## config.mk

```make
export PLATFORM = sky130hd
export DESIGN_NAME = fcs_top
export DESIGN_NICKNAME = d
export VERILOG_FILES = /design/src/hdl/fcs_pkg.sv /design/src/hdl/fcs_prot_mem.sv /design/src/hdl/fcs_susp_timer.sv /design/src/hdl/fcs_top.sv
export SDC_FILE = /design/constraint.sdc
export NUM_CORES = 1
export LEC_CHECK = 0
export BUFFER_PORTS_ARGS = -buffer_cell sky130_fd_sc_hd__buf_2
export CORE_MARGIN = 2
export CORE_UTILIZATION = 45
export CTS_CLUSTER_SIZE = 16
export DETAILED_ROUTE_END_ITERATION = 12
export PLACE_DENSITY_LB_ADDON = 0.2
export SYNTH_ARGS = -nofsm -noshare
export SYNTH_HDL_FRONTEND = slang
export SYNTH_SLANG_ARGS = --single-unit
```

## constraint.sdc

```tcl
create_clock -name clk_i -period 2.5 [get_ports clk_i]
set_clock_uncertainty 0.2 [all_clocks]
set_input_delay 0.5 -clock clk_i [delete_from_list [all_inputs] [get_ports clk_i]]
set_output_delay 0.5 -clock clk_i [all_outputs]
set_load 0.02 [all_outputs]
```

## src/hdl/fcs_pkg.sv

```systemverilog
package fcs_pkg;

	// ********************************
	// Clock and suspend latency
	// ********************************
	localparam int CLK_MHZ = 50;
	localparam int PROG_SUSP_MAX_US = 10;
	localparam int ERASE_SUSP_MAX_US = 30;
	// Longest times round down; whole microseconds at 50 MHz divide exactly
	localparam logic [10:0] PROG_SUSP_CYC = 11'(PROG_SUSP_MAX_US * CLK_MHZ);
	localparam logic [10:0] ERASE_SUSP_CYC = 11'(ERASE_SUSP_MAX_US * CLK_MHZ);

	// ********************************
	// Command codes
	// ********************************
	localparam logic [7:0] CMD_READ_ARRAY = 8'hff;
	localparam logic [7:0] CMD_READ_IDENT = 8'h90;
	localparam logic [7:0] CMD_READ_QUERY = 8'h98;
	localparam logic [7:0] CMD_READ_STATUS = 8'h70;
	localparam logic [7:0] CMD_CLEAR_STATUS = 8'h50;
	localparam logic [7:0] CMD_ERASE_SETUP = 8'h20;
	localparam logic [7:0] CMD_BUF_SETUP = 8'he8;
	localparam logic [7:0] CMD_CONFIRM = 8'hd0;
	localparam logic [7:0] CMD_SUSPEND = 8'hb0;
	localparam logic [7:0] CMD_CFG_SETUP = 8'h60;
	localparam logic [7:0] CMD_CFG_BURST = 8'h03;
	localparam logic [7:0] CMD_CFG_PROTECT = 8'h01;

	// ********************************
	// Address layout
	// ********************************
	localparam int NUM_BLOCKS = 128;
	localparam int BLK_MSB = 23;
	localparam int BLK_LSB = 17;
	localparam int PAGE_LSB = 5;
	localparam int BURST_MSB = 17;
	localparam int BURST_LSB = 2;
	localparam logic [15:0] IDENT_PROT_OFS = 16'h0002;
	localparam logic [21:0] IDENT_MFR_IDX = 22'h000000;
	localparam logic [21:0] IDENT_DEV_IDX = 22'h000001;
	localparam logic [15:0] BUF_MAX_X16 = 16'h000f;
	localparam logic [15:0] BUF_MAX_X32 = 16'h0007;

	// ********************************
	// Output lane masks
	// ********************************
	localparam logic [31:0] LANES_X16 = 32'h0000ffff;
	localparam logic [31:0] LANES_X32 = 32'hffffffff;
	localparam logic [31:0] LANES_STATUS = 32'h000000ff;
	localparam logic [31:0] LANES_BUSY = 32'h00000080;

	// ********************************
	// Enumerations
	// ********************************
	typedef enum logic [1:0] {
		RD_ARRAY = 2'b00,
		RD_IDENT = 2'b01,
		RD_QUERY = 2'b10,
		RD_STATUS = 2'b11
	} fcs_mode_t;

	typedef enum logic [2:0] {
		SEQ_IDLE = 3'b000,
		SEQ_ERASE = 3'b001,
		SEQ_BUFCNT = 3'b010,
		SEQ_BUFDAT = 3'b011,
		SEQ_BUFCFM = 3'b100,
		SEQ_CFG = 3'b101
	} fcs_seq_t;

	typedef enum logic [2:0] {
		CTL_IDLE = 3'b000,
		CTL_CHK = 3'b001,
		CTL_EVAL = 3'b010,
		CTL_RUN = 3'b011,
		CTL_SREQ = 3'b100,
		CTL_SUSP = 3'b101
	} fcs_ctl_t;

	typedef enum logic [1:0] {
		OP_ERASE = 2'b00,
		OP_PROG = 2'b01,
		OP_PROT = 2'b10,
		OP_UNPROT = 2'b11
	} fcs_op_t;

endpackage : fcs_pkg

```

## src/hdl/fcs_prot_mem.sv

```systemverilog
`timescale 1ns/1ps
`default_nettype none
module fcs_prot_mem (
	input wire logic clk_i,
	input wire logic rst_b_i,
	input wire logic [6:0] rd_addr_i,
	input wire logic wr_i,
	input wire logic [6:0] wr_addr_i,
	input wire logic clr_all_i,
	output logic rd_data_o
);
	import fcs_pkg::*;

	typedef struct packed {
		logic [NUM_BLOCKS-1:0] bits;
		logic rd;
	} fcs_mem_state_t;

	fcs_mem_state_t s;
	fcs_mem_state_t n;
	logic [NUM_BLOCKS-1:0] set_mask;

	// ********************************
	// One protection bit per block
	// ********************************
	// Bits are flops, so they do not survive reset as non-volatile cells would
	genvar g;
	generate
		for (g = 0; g < NUM_BLOCKS; g++) begin : g_set
			assign set_mask[g] = wr_i && (wr_addr_i == 7'(g));
		end
	endgenerate

	always_comb begin
		n = s;
		n.bits = clr_all_i ? '0 : (s.bits | set_mask);
		n.rd = s.bits[rd_addr_i];
	end

	always_ff @(posedge clk_i or negedge rst_b_i) begin
		if (!rst_b_i) begin
			s <= '0;
		end else begin
			s <= n;
		end
	end

	assign rd_data_o = s.rd;
endmodule : fcs_prot_mem
`default_nettype wire

```

## src/hdl/fcs_susp_timer.sv

```systemverilog
`timescale 1ns/1ps
`default_nettype none
module fcs_susp_timer (
	input wire logic clk_i,
	input wire logic rst_b_i,
	input wire logic run_i,
	input wire logic erase_i,
	output logic tmo_o
);
	import fcs_pkg::*;

	typedef struct packed {
		logic [10:0] cnt;
	} fcs_tmr_state_t;

	fcs_tmr_state_t s;
	fcs_tmr_state_t n;
	logic [10:0] lim;

	// ********************************
	// Suspend latency watchdog
	// ********************************
	// Fires two cycles early so the pause lands within the limit, not after it
	always_comb begin
		n = s;
		lim = erase_i ? ERASE_SUSP_CYC : PROG_SUSP_CYC;
		n.cnt = run_i ? 11'(s.cnt + 11'h001) : 11'h000;
	end

	always_ff @(posedge clk_i or negedge rst_b_i) begin
		if (!rst_b_i) begin
			s <= '0;
		end else begin
			s <= n;
		end
	end

	assign tmo_o = run_i && (s.cnt >= 11'(lim - 11'h002));
endmodule : fcs_susp_timer
`default_nettype wire

```

## src/hdl/fcs_top.sv

```systemverilog
`timescale 1ns/1ps
`default_nettype none
module fcs_top #(
	// Arbitrary neutral identification values
	parameter logic [15:0] MFR_ID = 16'h00a5,
	parameter logic [15:0] DEV_ID = 16'h5a3c
) (
	input wire logic clk_i,
	input wire logic rst_b_i,
	input wire logic ce_b_i,
	input wire logic oe_b_i,
	input wire logic we_b_i,
	input wire logic [23:1] addr_i,
	input wire logic [31:0] data_i,
	input wire logic word32_i,
	input wire logic vpp_ok_i,
	input wire logic [31:0] array_data_i,
	input wire logic [31:0] query_data_i,
	input wire logic core_done_i,
	input wire logic core_fail_i,
	input wire logic core_pause_i,
	output logic [31:0] data_o,
	output logic [31:0] data_oe_o,
	output logic [7:0] operation_status_o,
	output logic [15:0] burst_setup_value_o,
	output logic burst_apply_o,
	output logic op_start_o,
	output fcs_pkg::fcs_op_t op_kind_o,
	output logic [6:0] block_base_addr_o,
	output logic buf_wr_o,
	output logic [23:1] write_target_addr_o,
	output logic [31:0] write_value_o,
	output logic suspend_o,
	output logic resume_o
);
	import fcs_pkg::*;

	typedef struct packed {
		fcs_mode_t mode;
		fcs_seq_t seq;
		fcs_ctl_t ctl;
		fcs_op_t op;
		logic [6:0] blk;
		logic [18:0] page;
		logic [3:0] left;
		logic first;
		logic e5;
		logic e4;
		logic e3;
		logic e1;
		logic esusp;
		logic psusp;
		logic we_q;
		logic rd_q;
		logic [31:0] dout;
		logic [15:0] burst;
		logic bapply;
		logic start;
		logic bwr;
		logic resume;
		logic [23:1] baddr;
		logic [31:0] bdata;
		logic [10:0] swait;
	} fcs_state_t;

	fcs_state_t s;
	fcs_state_t n;
	logic wr;
	logic rd;
	logic rd_start;
	logic ready;
	logic [7:0] cmd;
	logic [6:0] blk_in;
	logic [7:0] status;
	logic clr;
	logic set_seq;
	logic set_op;
	logic set_e3;
	logic set_e1;
	logic prot_bit;
	logic tmo;
	logic mem_wr;
	logic mem_clr;
	logic [6:0] mem_addr;
	logic [21:0] id_idx;
	logic [15:0] id_ofs;
	logic [15:0] buf_max;

	// ********************************
	// Bus sampling
	// ********************************
	// Write taken on the rising edge of write enable with chip enable low
	assign wr = !s.we_q && we_b_i && !ce_b_i;
	assign rd = !ce_b_i && !oe_b_i && we_b_i;
	assign rd_start = rd && !s.rd_q;
	assign cmd = data_i[7:0];
	assign blk_in = addr_i[BLK_MSB:BLK_LSB];
	assign ready = (s.ctl == CTL_IDLE) || (s.ctl == CTL_SUSP);
	assign status = {ready, s.esusp, s.e5, s.e4, s.e3, s.psusp, s.e1, 1'b0};
	assign buf_max = word32_i ? BUF_MAX_X32 : BUF_MAX_X16;
	assign id_idx = word32_i ? {1'b0, addr_i[22:2]} : addr_i[22:1];
	assign id_ofs = word32_i ? {1'b0, addr_i[16:2]} : addr_i[16:1];
	assign mem_addr = (s.ctl == CTL_CHK || s.ctl == CTL_EVAL) ? s.blk : blk_in;
	assign mem_wr = (s.ctl == CTL_RUN || s.ctl == CTL_SREQ) && core_done_i &&
		!core_fail_i && (s.op == OP_PROT);
	assign mem_clr = (s.ctl == CTL_RUN || s.ctl == CTL_SREQ) && core_done_i &&
		!core_fail_i && (s.op == OP_UNPROT);

	fcs_prot_mem u_prot (
		.clk_i(clk_i),
		.rst_b_i(rst_b_i),
		.rd_addr_i(mem_addr),
		.wr_i(mem_wr),
		.wr_addr_i(s.blk),
		.clr_all_i(mem_clr),
		.rd_data_o(prot_bit)
	);

	fcs_susp_timer u_tmr (
		.clk_i(clk_i),
		.rst_b_i(rst_b_i),
		.run_i(s.ctl == CTL_SREQ),
		.erase_i(s.op == OP_ERASE),
		.tmo_o(tmo)
	);

	// ********************************
	// Command decoder and controller
	// ********************************
	always_comb begin
		n = s;
		clr = 1'b0;
		set_seq = 1'b0;
		set_op = 1'b0;
		set_e3 = 1'b0;
		set_e1 = 1'b0;
		n.we_q = we_b_i;
		n.rd_q = rd;
		n.start = 1'b0;
		n.bwr = 1'b0;
		n.resume = 1'b0;
		n.swait = (s.ctl == CTL_SREQ) ? 11'(s.swait + 11'h001) : 11'h000;
		if (wr) begin
			unique case (s.seq)
				SEQ_IDLE: begin
					if (cmd == CMD_READ_STATUS) begin
						n.mode = RD_STATUS;
					end
					if (ready) begin
						if (cmd == CMD_READ_ARRAY) n.mode = RD_ARRAY;
						if (cmd == CMD_READ_IDENT) n.mode = RD_IDENT;
						if (cmd == CMD_READ_QUERY) n.mode = RD_QUERY;
						if (cmd == CMD_CLEAR_STATUS) clr = 1'b1;
						if (cmd == CMD_CONFIRM && s.ctl == CTL_SUSP) begin
							n.ctl = CTL_RUN;
							n.esusp = 1'b0;
							n.psusp = 1'b0;
							n.resume = 1'b1;
							n.mode = RD_STATUS;
						end
					end
					// New operations only with the controller fully idle
					if (s.ctl == CTL_IDLE) begin
						if (cmd == CMD_ERASE_SETUP) n.seq = SEQ_ERASE;
						if (cmd == CMD_BUF_SETUP) begin
							n.seq = SEQ_BUFCNT;
							n.blk = blk_in;
							n.mode = RD_STATUS;
						end
						if (cmd == CMD_CFG_SETUP) n.seq = SEQ_CFG;
					end
					if (cmd == CMD_SUSPEND && s.ctl == CTL_RUN &&
						(s.op == OP_ERASE || s.op == OP_PROG)) begin
						n.ctl = CTL_SREQ;
						n.mode = RD_STATUS;
					end
				end
				SEQ_ERASE: begin
					n.seq = SEQ_IDLE;
					n.mode = RD_STATUS;
					if (cmd == CMD_CONFIRM) begin
						n.op = OP_ERASE;
						n.blk = blk_in;
						n.ctl = CTL_CHK;
					end else begin
						set_seq = 1'b1;
					end
				end
				SEQ_BUFCNT: begin
					// count must fit and stay in block
					if (blk_in == s.blk && data_i[15:0] <= buf_max) begin
						n.left = data_i[3:0];
						n.first = 1'b1;
						n.seq = SEQ_BUFDAT;
					end else begin
						set_seq = 1'b1;
						n.seq = SEQ_IDLE;
					end
				end
				SEQ_BUFDAT: begin
					if ((s.first && blk_in == s.blk) ||
						(!s.first && addr_i[23:PAGE_LSB] == s.page)) begin
						n.bwr = 1'b1;
						n.baddr = addr_i;
						n.bdata = data_i;
						n.page = addr_i[23:PAGE_LSB];
						n.first = 1'b0;
						n.left = 4'(s.left - 4'h1);
						if (s.left == 4'h0) n.seq = SEQ_BUFCFM;
					end else begin
						set_seq = 1'b1;
						n.seq = SEQ_IDLE;
					end
				end
				SEQ_BUFCFM: begin
					n.seq = SEQ_IDLE;
					if (cmd == CMD_CONFIRM) begin
						n.op = OP_PROG;
						n.ctl = CTL_CHK;
					end else begin
						set_seq = 1'b1;
					end
				end
				SEQ_CFG: begin
					n.seq = SEQ_IDLE;
					if (cmd == CMD_CFG_BURST) begin
						n.burst = addr_i[BURST_MSB:BURST_LSB];
						n.mode = RD_ARRAY;
					end else if (cmd == CMD_CFG_PROTECT) begin
						n.op = OP_PROT;
						n.blk = blk_in;
						n.ctl = CTL_CHK;
						n.mode = RD_STATUS;
					end else if (cmd == CMD_CONFIRM) begin
						n.op = OP_UNPROT;
						n.ctl = CTL_CHK;
						n.mode = RD_STATUS;
					end else begin
						set_seq = 1'b1;
					end
				end
				default: n.seq = SEQ_IDLE;
			endcase
		end
		unique case (s.ctl)
			CTL_CHK: n.ctl = CTL_EVAL;
			CTL_EVAL: begin
				if (!vpp_ok_i) begin
					set_e3 = 1'b1;
					set_op = 1'b1;
					n.ctl = CTL_IDLE;
				end else if (prot_bit && (s.op == OP_ERASE || s.op == OP_PROG)) begin
					set_e1 = 1'b1;
					set_op = 1'b1;
					n.ctl = CTL_IDLE;
				end else begin
					n.start = 1'b1;
					n.ctl = CTL_RUN;
				end
			end
			CTL_RUN, CTL_SREQ: begin
				// Completion beats a pending suspend
				if (core_done_i) begin
					n.ctl = CTL_IDLE;
					set_op = core_fail_i;
				end else if (s.ctl == CTL_SREQ && (core_pause_i || tmo)) begin
					n.ctl = CTL_SUSP;
					n.esusp = (s.op == OP_ERASE);
					n.psusp = (s.op == OP_PROG);
				end
			end
			default: begin
			end
		endcase
		n.e5 = (s.e5 && !clr) || set_seq ||
			(set_op && (s.op == OP_ERASE || s.op == OP_UNPROT));
		n.e4 = (s.e4 && !clr) || set_seq ||
			(set_op && (s.op == OP_PROG || s.op == OP_PROT));
		n.e3 = (s.e3 && !clr) || set_e3;
		n.e1 = (s.e1 && !clr) || set_e1;
		n.bapply = (n.mode == RD_ARRAY) && (s.mode != RD_ARRAY);
		unique case (s.mode)
			RD_ARRAY: n.dout = array_data_i;
			RD_QUERY: n.dout = query_data_i;
			RD_IDENT: begin
				if (id_idx == IDENT_MFR_IDX) n.dout = {16'h0000, MFR_ID};
				else if (id_idx == IDENT_DEV_IDX) n.dout = {16'h0000, DEV_ID};
				// protect bit at base plus 2
				else if (id_ofs == IDENT_PROT_OFS) n.dout = {31'h00000000, prot_bit};
				else n.dout = 32'h00000000;
			end
			RD_STATUS: begin
				if (rd_start) n.dout = {24'h000000, status};
			end
		endcase
	end

	always_ff @(posedge clk_i or negedge rst_b_i) begin
		if (!rst_b_i) begin
			s <= '0;
			// Write strobe idles high, so no false edge at release
			s.we_q <= 1'b1;
		end else begin
			s <= n;
		end
	end

	// ********************************
	// Outputs
	// ********************************
	always_comb begin
		data_oe_o = 32'h00000000;
		if (rd) begin
			if (s.mode == RD_STATUS) begin
				// busy snapshot drives bit 7 only
				data_oe_o = s.dout[7] ? LANES_STATUS : LANES_BUSY;
			end else begin
				data_oe_o = word32_i ? LANES_X32 : LANES_X16;
			end
		end
	end

	assign data_o = s.dout;
	assign operation_status_o = status;
	assign burst_setup_value_o = s.burst;
	assign burst_apply_o = s.bapply;
	assign op_start_o = s.start;
	assign op_kind_o = s.op;
	assign block_base_addr_o = s.blk;
	assign buf_wr_o = s.bwr;
	assign write_target_addr_o = s.baddr;
	assign write_value_o = s.bdata;
	assign suspend_o = (s.ctl == CTL_SREQ);
	assign resume_o = s.resume;

	// ********************************
	// Checks
	// ********************************
	localparam int P_SUSP_BOUND = PROG_SUSP_CYC;
	localparam int E_SUSP_BOUND = ERASE_SUSP_CYC;
endmodule : fcs_top
`default_nettype wire
```

; Word-level counts from Yosys, hierarchy flattened
; Index checks and enable logic that the tools add are counted.
; Widths: inputs -> output; s select.
[totals]
reg_bits = 296
wordCells = 499
in_bits = 129
rom_bits = 0
latch_bits = 0
ram_bits = 0
output_inout_bits = 157
n_memories = 0
[op_classes]
n_eq_ne = 171
n_reduce_logical = 194
n_addsub = 3
shifts = 0
order_cmp = 3
bitwise = 1
div = 0
n_mul = 0
mux = 100
[op_table]
columns = operator, n
row1 = $eq 7x7->1 const B, 64
row2 = $eq 7x6->1 const B, 32
row3 = $logic_and 1x1->1, 153
row4 = $mux 128, 1
row5 = $mux 32, 4
row6 = $or 128x128->128, 1
row7 = $pmux 32 s4, 1
row8 = $eq 7x5->1 const B, 16
row9 = $mux 55, 2
row10 = $mux 57, 1
row11 = $eq 7x4->1 const B, 8
row12 = $eq 8x8->1 const B, 6
row13 = $mux 2, 22
row14 = $mux 41, 1
row15 = $mux 7, 5
row16 = $mux 15, 2
row17 = $mux 5, 6
row18 = $eq 7x3->1 const B, 4
row19 = $mux 1, 27
row20 = $mux 3, 9
row21 = $eq 8x7->1 const B, 3
row22 = $mux 12, 2
row23 = $mux 24, 1
row24 = $eq 22x1->1 const B, 1
row25 = 49 further kinds, 100

; Logic depth before layout (Yosys ltp)
[depth]
ltp_word = 18
ltp_mapped = 12

; Modules after synthesis
; A second synthesis with hierarchy kept.
[hier_totals]
hier_cells = 1437
hier_area_um2 = 14635.3
[modules_own_cells]
columns = mod, n_inst, area_per_inst_um2, seq_area_each_um2, cells_each
row1 = fcs_top, 1, 8099.0, 3429.5, 811
row2 = fcs_prot_mem, 1, 5895.7, 3228.1, 560
row3 = fcs_susp_timer, 1, 640.6, 275.3, 66

; Least setup slack after synthesis
; OpenSTA, ideal clock, no wires.
[synth_path]
kind = input port to flip-flop
startpoint = input data_i[0]
endpoint = register s (netlist bit block_base_addr_o[0])
arrival_time_ps = 2414
stages = 7
slack_ps = -239
path_cell_list = clkbuf_1 -> or4_1 -> nor3_2 -> o21ai_1 -> a211o_1 -> clkbuf_1 -> mux2_2
[synth_via]
elab_chain_len = 3
word_cells_on_any_way = 9
classes_between = 8 x eq/ne / 1 x reduce/logical
[synth_lines]
columns = element, line_no
row1 = from (decl), fcs_top.sv:14  ; input wire logic [31:0] data_i,
row2 = $eq 8x1->1 (tied with other cells), fcs_top.sv:229  ; end else if (cmd == CMD_CFG_PROTECT) begin
row3 = $ne 2x2->1 (no source line), -
row4 = $reduce_and 7->1 (no source line) (*), -
row5 = to (signal assigned), fcs_top.sv:304  ; s <= n;
row6 = to (decl), fcs_top.sv:66  ; fcs_state_t s;
; Every way passes the cells marked *; elsewhere a longest branch is shown, timed or not.
; A chain may end at the register's enable or synchronous reset.

==> run metrics <==
hold depth=3; Top Ports=286; Mapped Area=14840 um^2; initial detailed-routing violation count=996; clk sinks=277; Worst R2R End=u_prot.rd_data_o; Hold Crit Start=addr_i[22]; vias in the first global route=13.09k; layout cells sized above 1=35.38%; die area=34450 um^2; CTS Root Cell=clkbuf_16; area of the core=32540 um^2; Die X=185.6 um; Rel. slew slack=3.449%; Top FF cell, synth=dfrtp_1; CP arrival=2.98 ns; Ys Warns=0; Setup-failing EPs final=133; pre-CTS WS=-0.3350 ns; family with the most delay on the worst path=simple AND/OR/NAND/NOR gates; crit path capture type=register; Vias=13.89k; Post-synth ARST share=100.0%; Crit path depth=10; Synth Instances=1673; Hold Path Class=in2reg; Max VDD drop=0.7312 mV; H-tree levels=1; drt first pass iters=8; largest net degree at the start of global routing=74; # rows=66; Post-route DRC=0; Worst R2R Start=s[160]; Initial Util=45.62%; Max Cap Viol=0; ANT nets after route=0; Clk pin slew, worst setup/hold paths=0.06 ns; Critical Path Source Type=register; Buf/Inv on CP=2; GRT Util Overall=27.50%; EDFF count, synth=0; CP max FO=13; synth unique cells=78; Critical Path RT=2.73 ns; first-pass GRT wire length=73460 um; top cells by count, synth=nand2_1, dfrtp_1, nor2_1; antenna violations before repair=7; Tmin final=2.750 ns; static leakage=10.40 nW; Syn Nets=1814; Worst-Skew Late Latency=0.56 ns; count leader, synth=nand2_1; Final WS setup=-0.2496 ns; period utilization=110.0%; Synth Register Bits=277; crit-path max cell delay=0.56 ns; run status=finished with violations; Vias/cell=5.554; Yosys top cell area share=46.53%; Worst Tran Pin Value=1.443 ns; failing checks=negative setup slack; HPWL Detailed=34770 um; unrepaired setup endpoints after global routing=yes; Yosys top cell by area=dfrtp_1; fin cells=2501; CTS tree=done; total power draw=18.01 mW; Critical-path top delay cell=or4_4; TritonCTS Buffers=31; PwrDens=904.1 nW/um^2; Setup Crit Path Kind=reg2reg; routed wire length=51440 um; Fin. Hold Viols=0; WL/cell=20.57 um; crit path cell chain=buf_12 > xnor2_4 > o21ai_2 > buf_6 > and3_1 > a211oi_2 > a211oi_1 > or4_4 > o311ai_4 > nand4_1; Worst Setup SP=s[160]; Seq/Total Area, Yosys=46.71%; grt ovf=0; DIE HEIGHT=185.6 um; Reg2Reg Setup Slack=-0.25 ns; synthesized area per cell=8.872 um^2; CTS max path bufs=3; IO Port Bufs=284; # placed instances=2347; Filler cells=2762; final net count=2171; area grow syn2layout=34.21%; Max Clock Freq=363.7 MHz; WHS Endpoint=s[148]; Slew Viols, Final=0; Final GP Congestion=0.9693; Worst Reg-to-Reg Cells=10; Area contributors post-synth=dfrtp_1, buf_4, nand2_1
-- stage by stage --
step,area (um^2),TNS (ns),hold WS (ns),util (%)
after global placement,17090,-23.96,0.1884,52.52
after floorplan,14960,-0.07497,0.004409,-
final,19920,-17.25,0.02340,61.23
after global routing,19920,-24.98,0.03527,61.21
after detailed placement,17090,-27.73,0.1892,52.52
after CTS,18840,-0.4838,0.004068,57.90
-- power breakdown --
part	switching, mW	internal (mW)	leakage [nW]	total [mW]
Sequential	0.297	4.85	3.80	5.14
Clock	1.87	2.86	0.517	4.72
Combinational	4.59	3.55	6.09	8.15
Total	6.76	11.3	10.4	18.0
-- worst max path at each step --
stage                  endpoint  slack [ns]
2_1_floorplan  u_prot.rd_data_o       -0.06
3_3_place_gp          data_o[5]       -0.41
3_5_place_dp          data_o[5]       -0.33
4_1_cts        u_prot.rd_data_o       -0.19
5_1_grt        u_prot.rd_data_o       -0.31
6_report       u_prot.rd_data_o       -0.25
-- repair_timing --
item                                    CTS  global route
resized for setup                        46           115
pin swaps                                12            49
endpoints found under the setup margin  215           189
endpoints found under the hold margin   192             0
gates cloned                              2            21
buffers inserted                         16            24
hold buffers                             33             0
-- metal layers --
layer	up-vias	GRT usage (%)	wire [um]
li1	6292	-	-
met1	6827	34.21	20230
met2	627	47.66	25080
met3	144	4.500	3639
met4	0	11.18	2484
met5	-	0	0
-- layout by cell type, fill, tap and decap left out, types with 31 or more instances in the layout --
master / synthesis / routed
dfrtp_1: 276 / 272
nor2_1: 195 / 192
a21oi_1: 148 / 136
mux2i_1: 45 / 44
o21ai_0: 59 / 53
buf_4: 151 / 189
nand3_1: 38 / 35
clkbuf_16: 0 / 45
dlygate4sd3_1: 0 / 31
nand2_1: 290 / 286
mux2_2: 32 / 32
buf_2: 13 / 272
-- state kept, by name (all words and copies together), names as in the netlist --
signal	count
burst_setup_value_o	16
op_start_o	1
buf_wr_o	1
block_base_addr_o	7
u_prot.s	128
s	34
operation_status_o	6
resume_o	1
data_o	32
write_target_addr_o	4
u_prot.rd_data_o	1
u_tmr.s	11
op_kind_o	2
burst_apply_o	1
write_value_o	32
-- kinds of logic (layout without fill, tap and decap cells) --
group                    Yosys count  after routing  share of synthesized area [%]
AND/OR/NAND/NOR                  660            662                          19.68
AO/OA/AOI/OAI                    325            325                          13.29
buffers and inverters            278            655                          11.01
flip-flops                       277            277                          46.71
multiplexers                      80             80                          5.808
XOR/XNOR                          40             40                          2.461
adder cells (fa/ha/maj)           12             12                          1.012
other                              1              8                        0.02526
-- layout make-up --
cell class | count | area [um^2] | share of cell area, %
diodes | 7 | 17.52 | 0.08793
clock buffers | 42 | 877.1 | 4.403
clock inverters | 13 | 177.7 | 0.8919
inverters | 28 | 107.6 | 0.5402
multi-input cells | 1120 | 6771 | 33.99
flip-flops and latches | 277 | 6938 | 34.83
well taps | 442 | 553.0 | 2.776
repair buffers | 572 | 4478 | 22.48
-- worst min-delay path, cell delays in order --
cell     delay (ns)
buf_2          0.14
nand2_1        0.06
nand2_1        0.04
(Power assumes the default switching activity.)
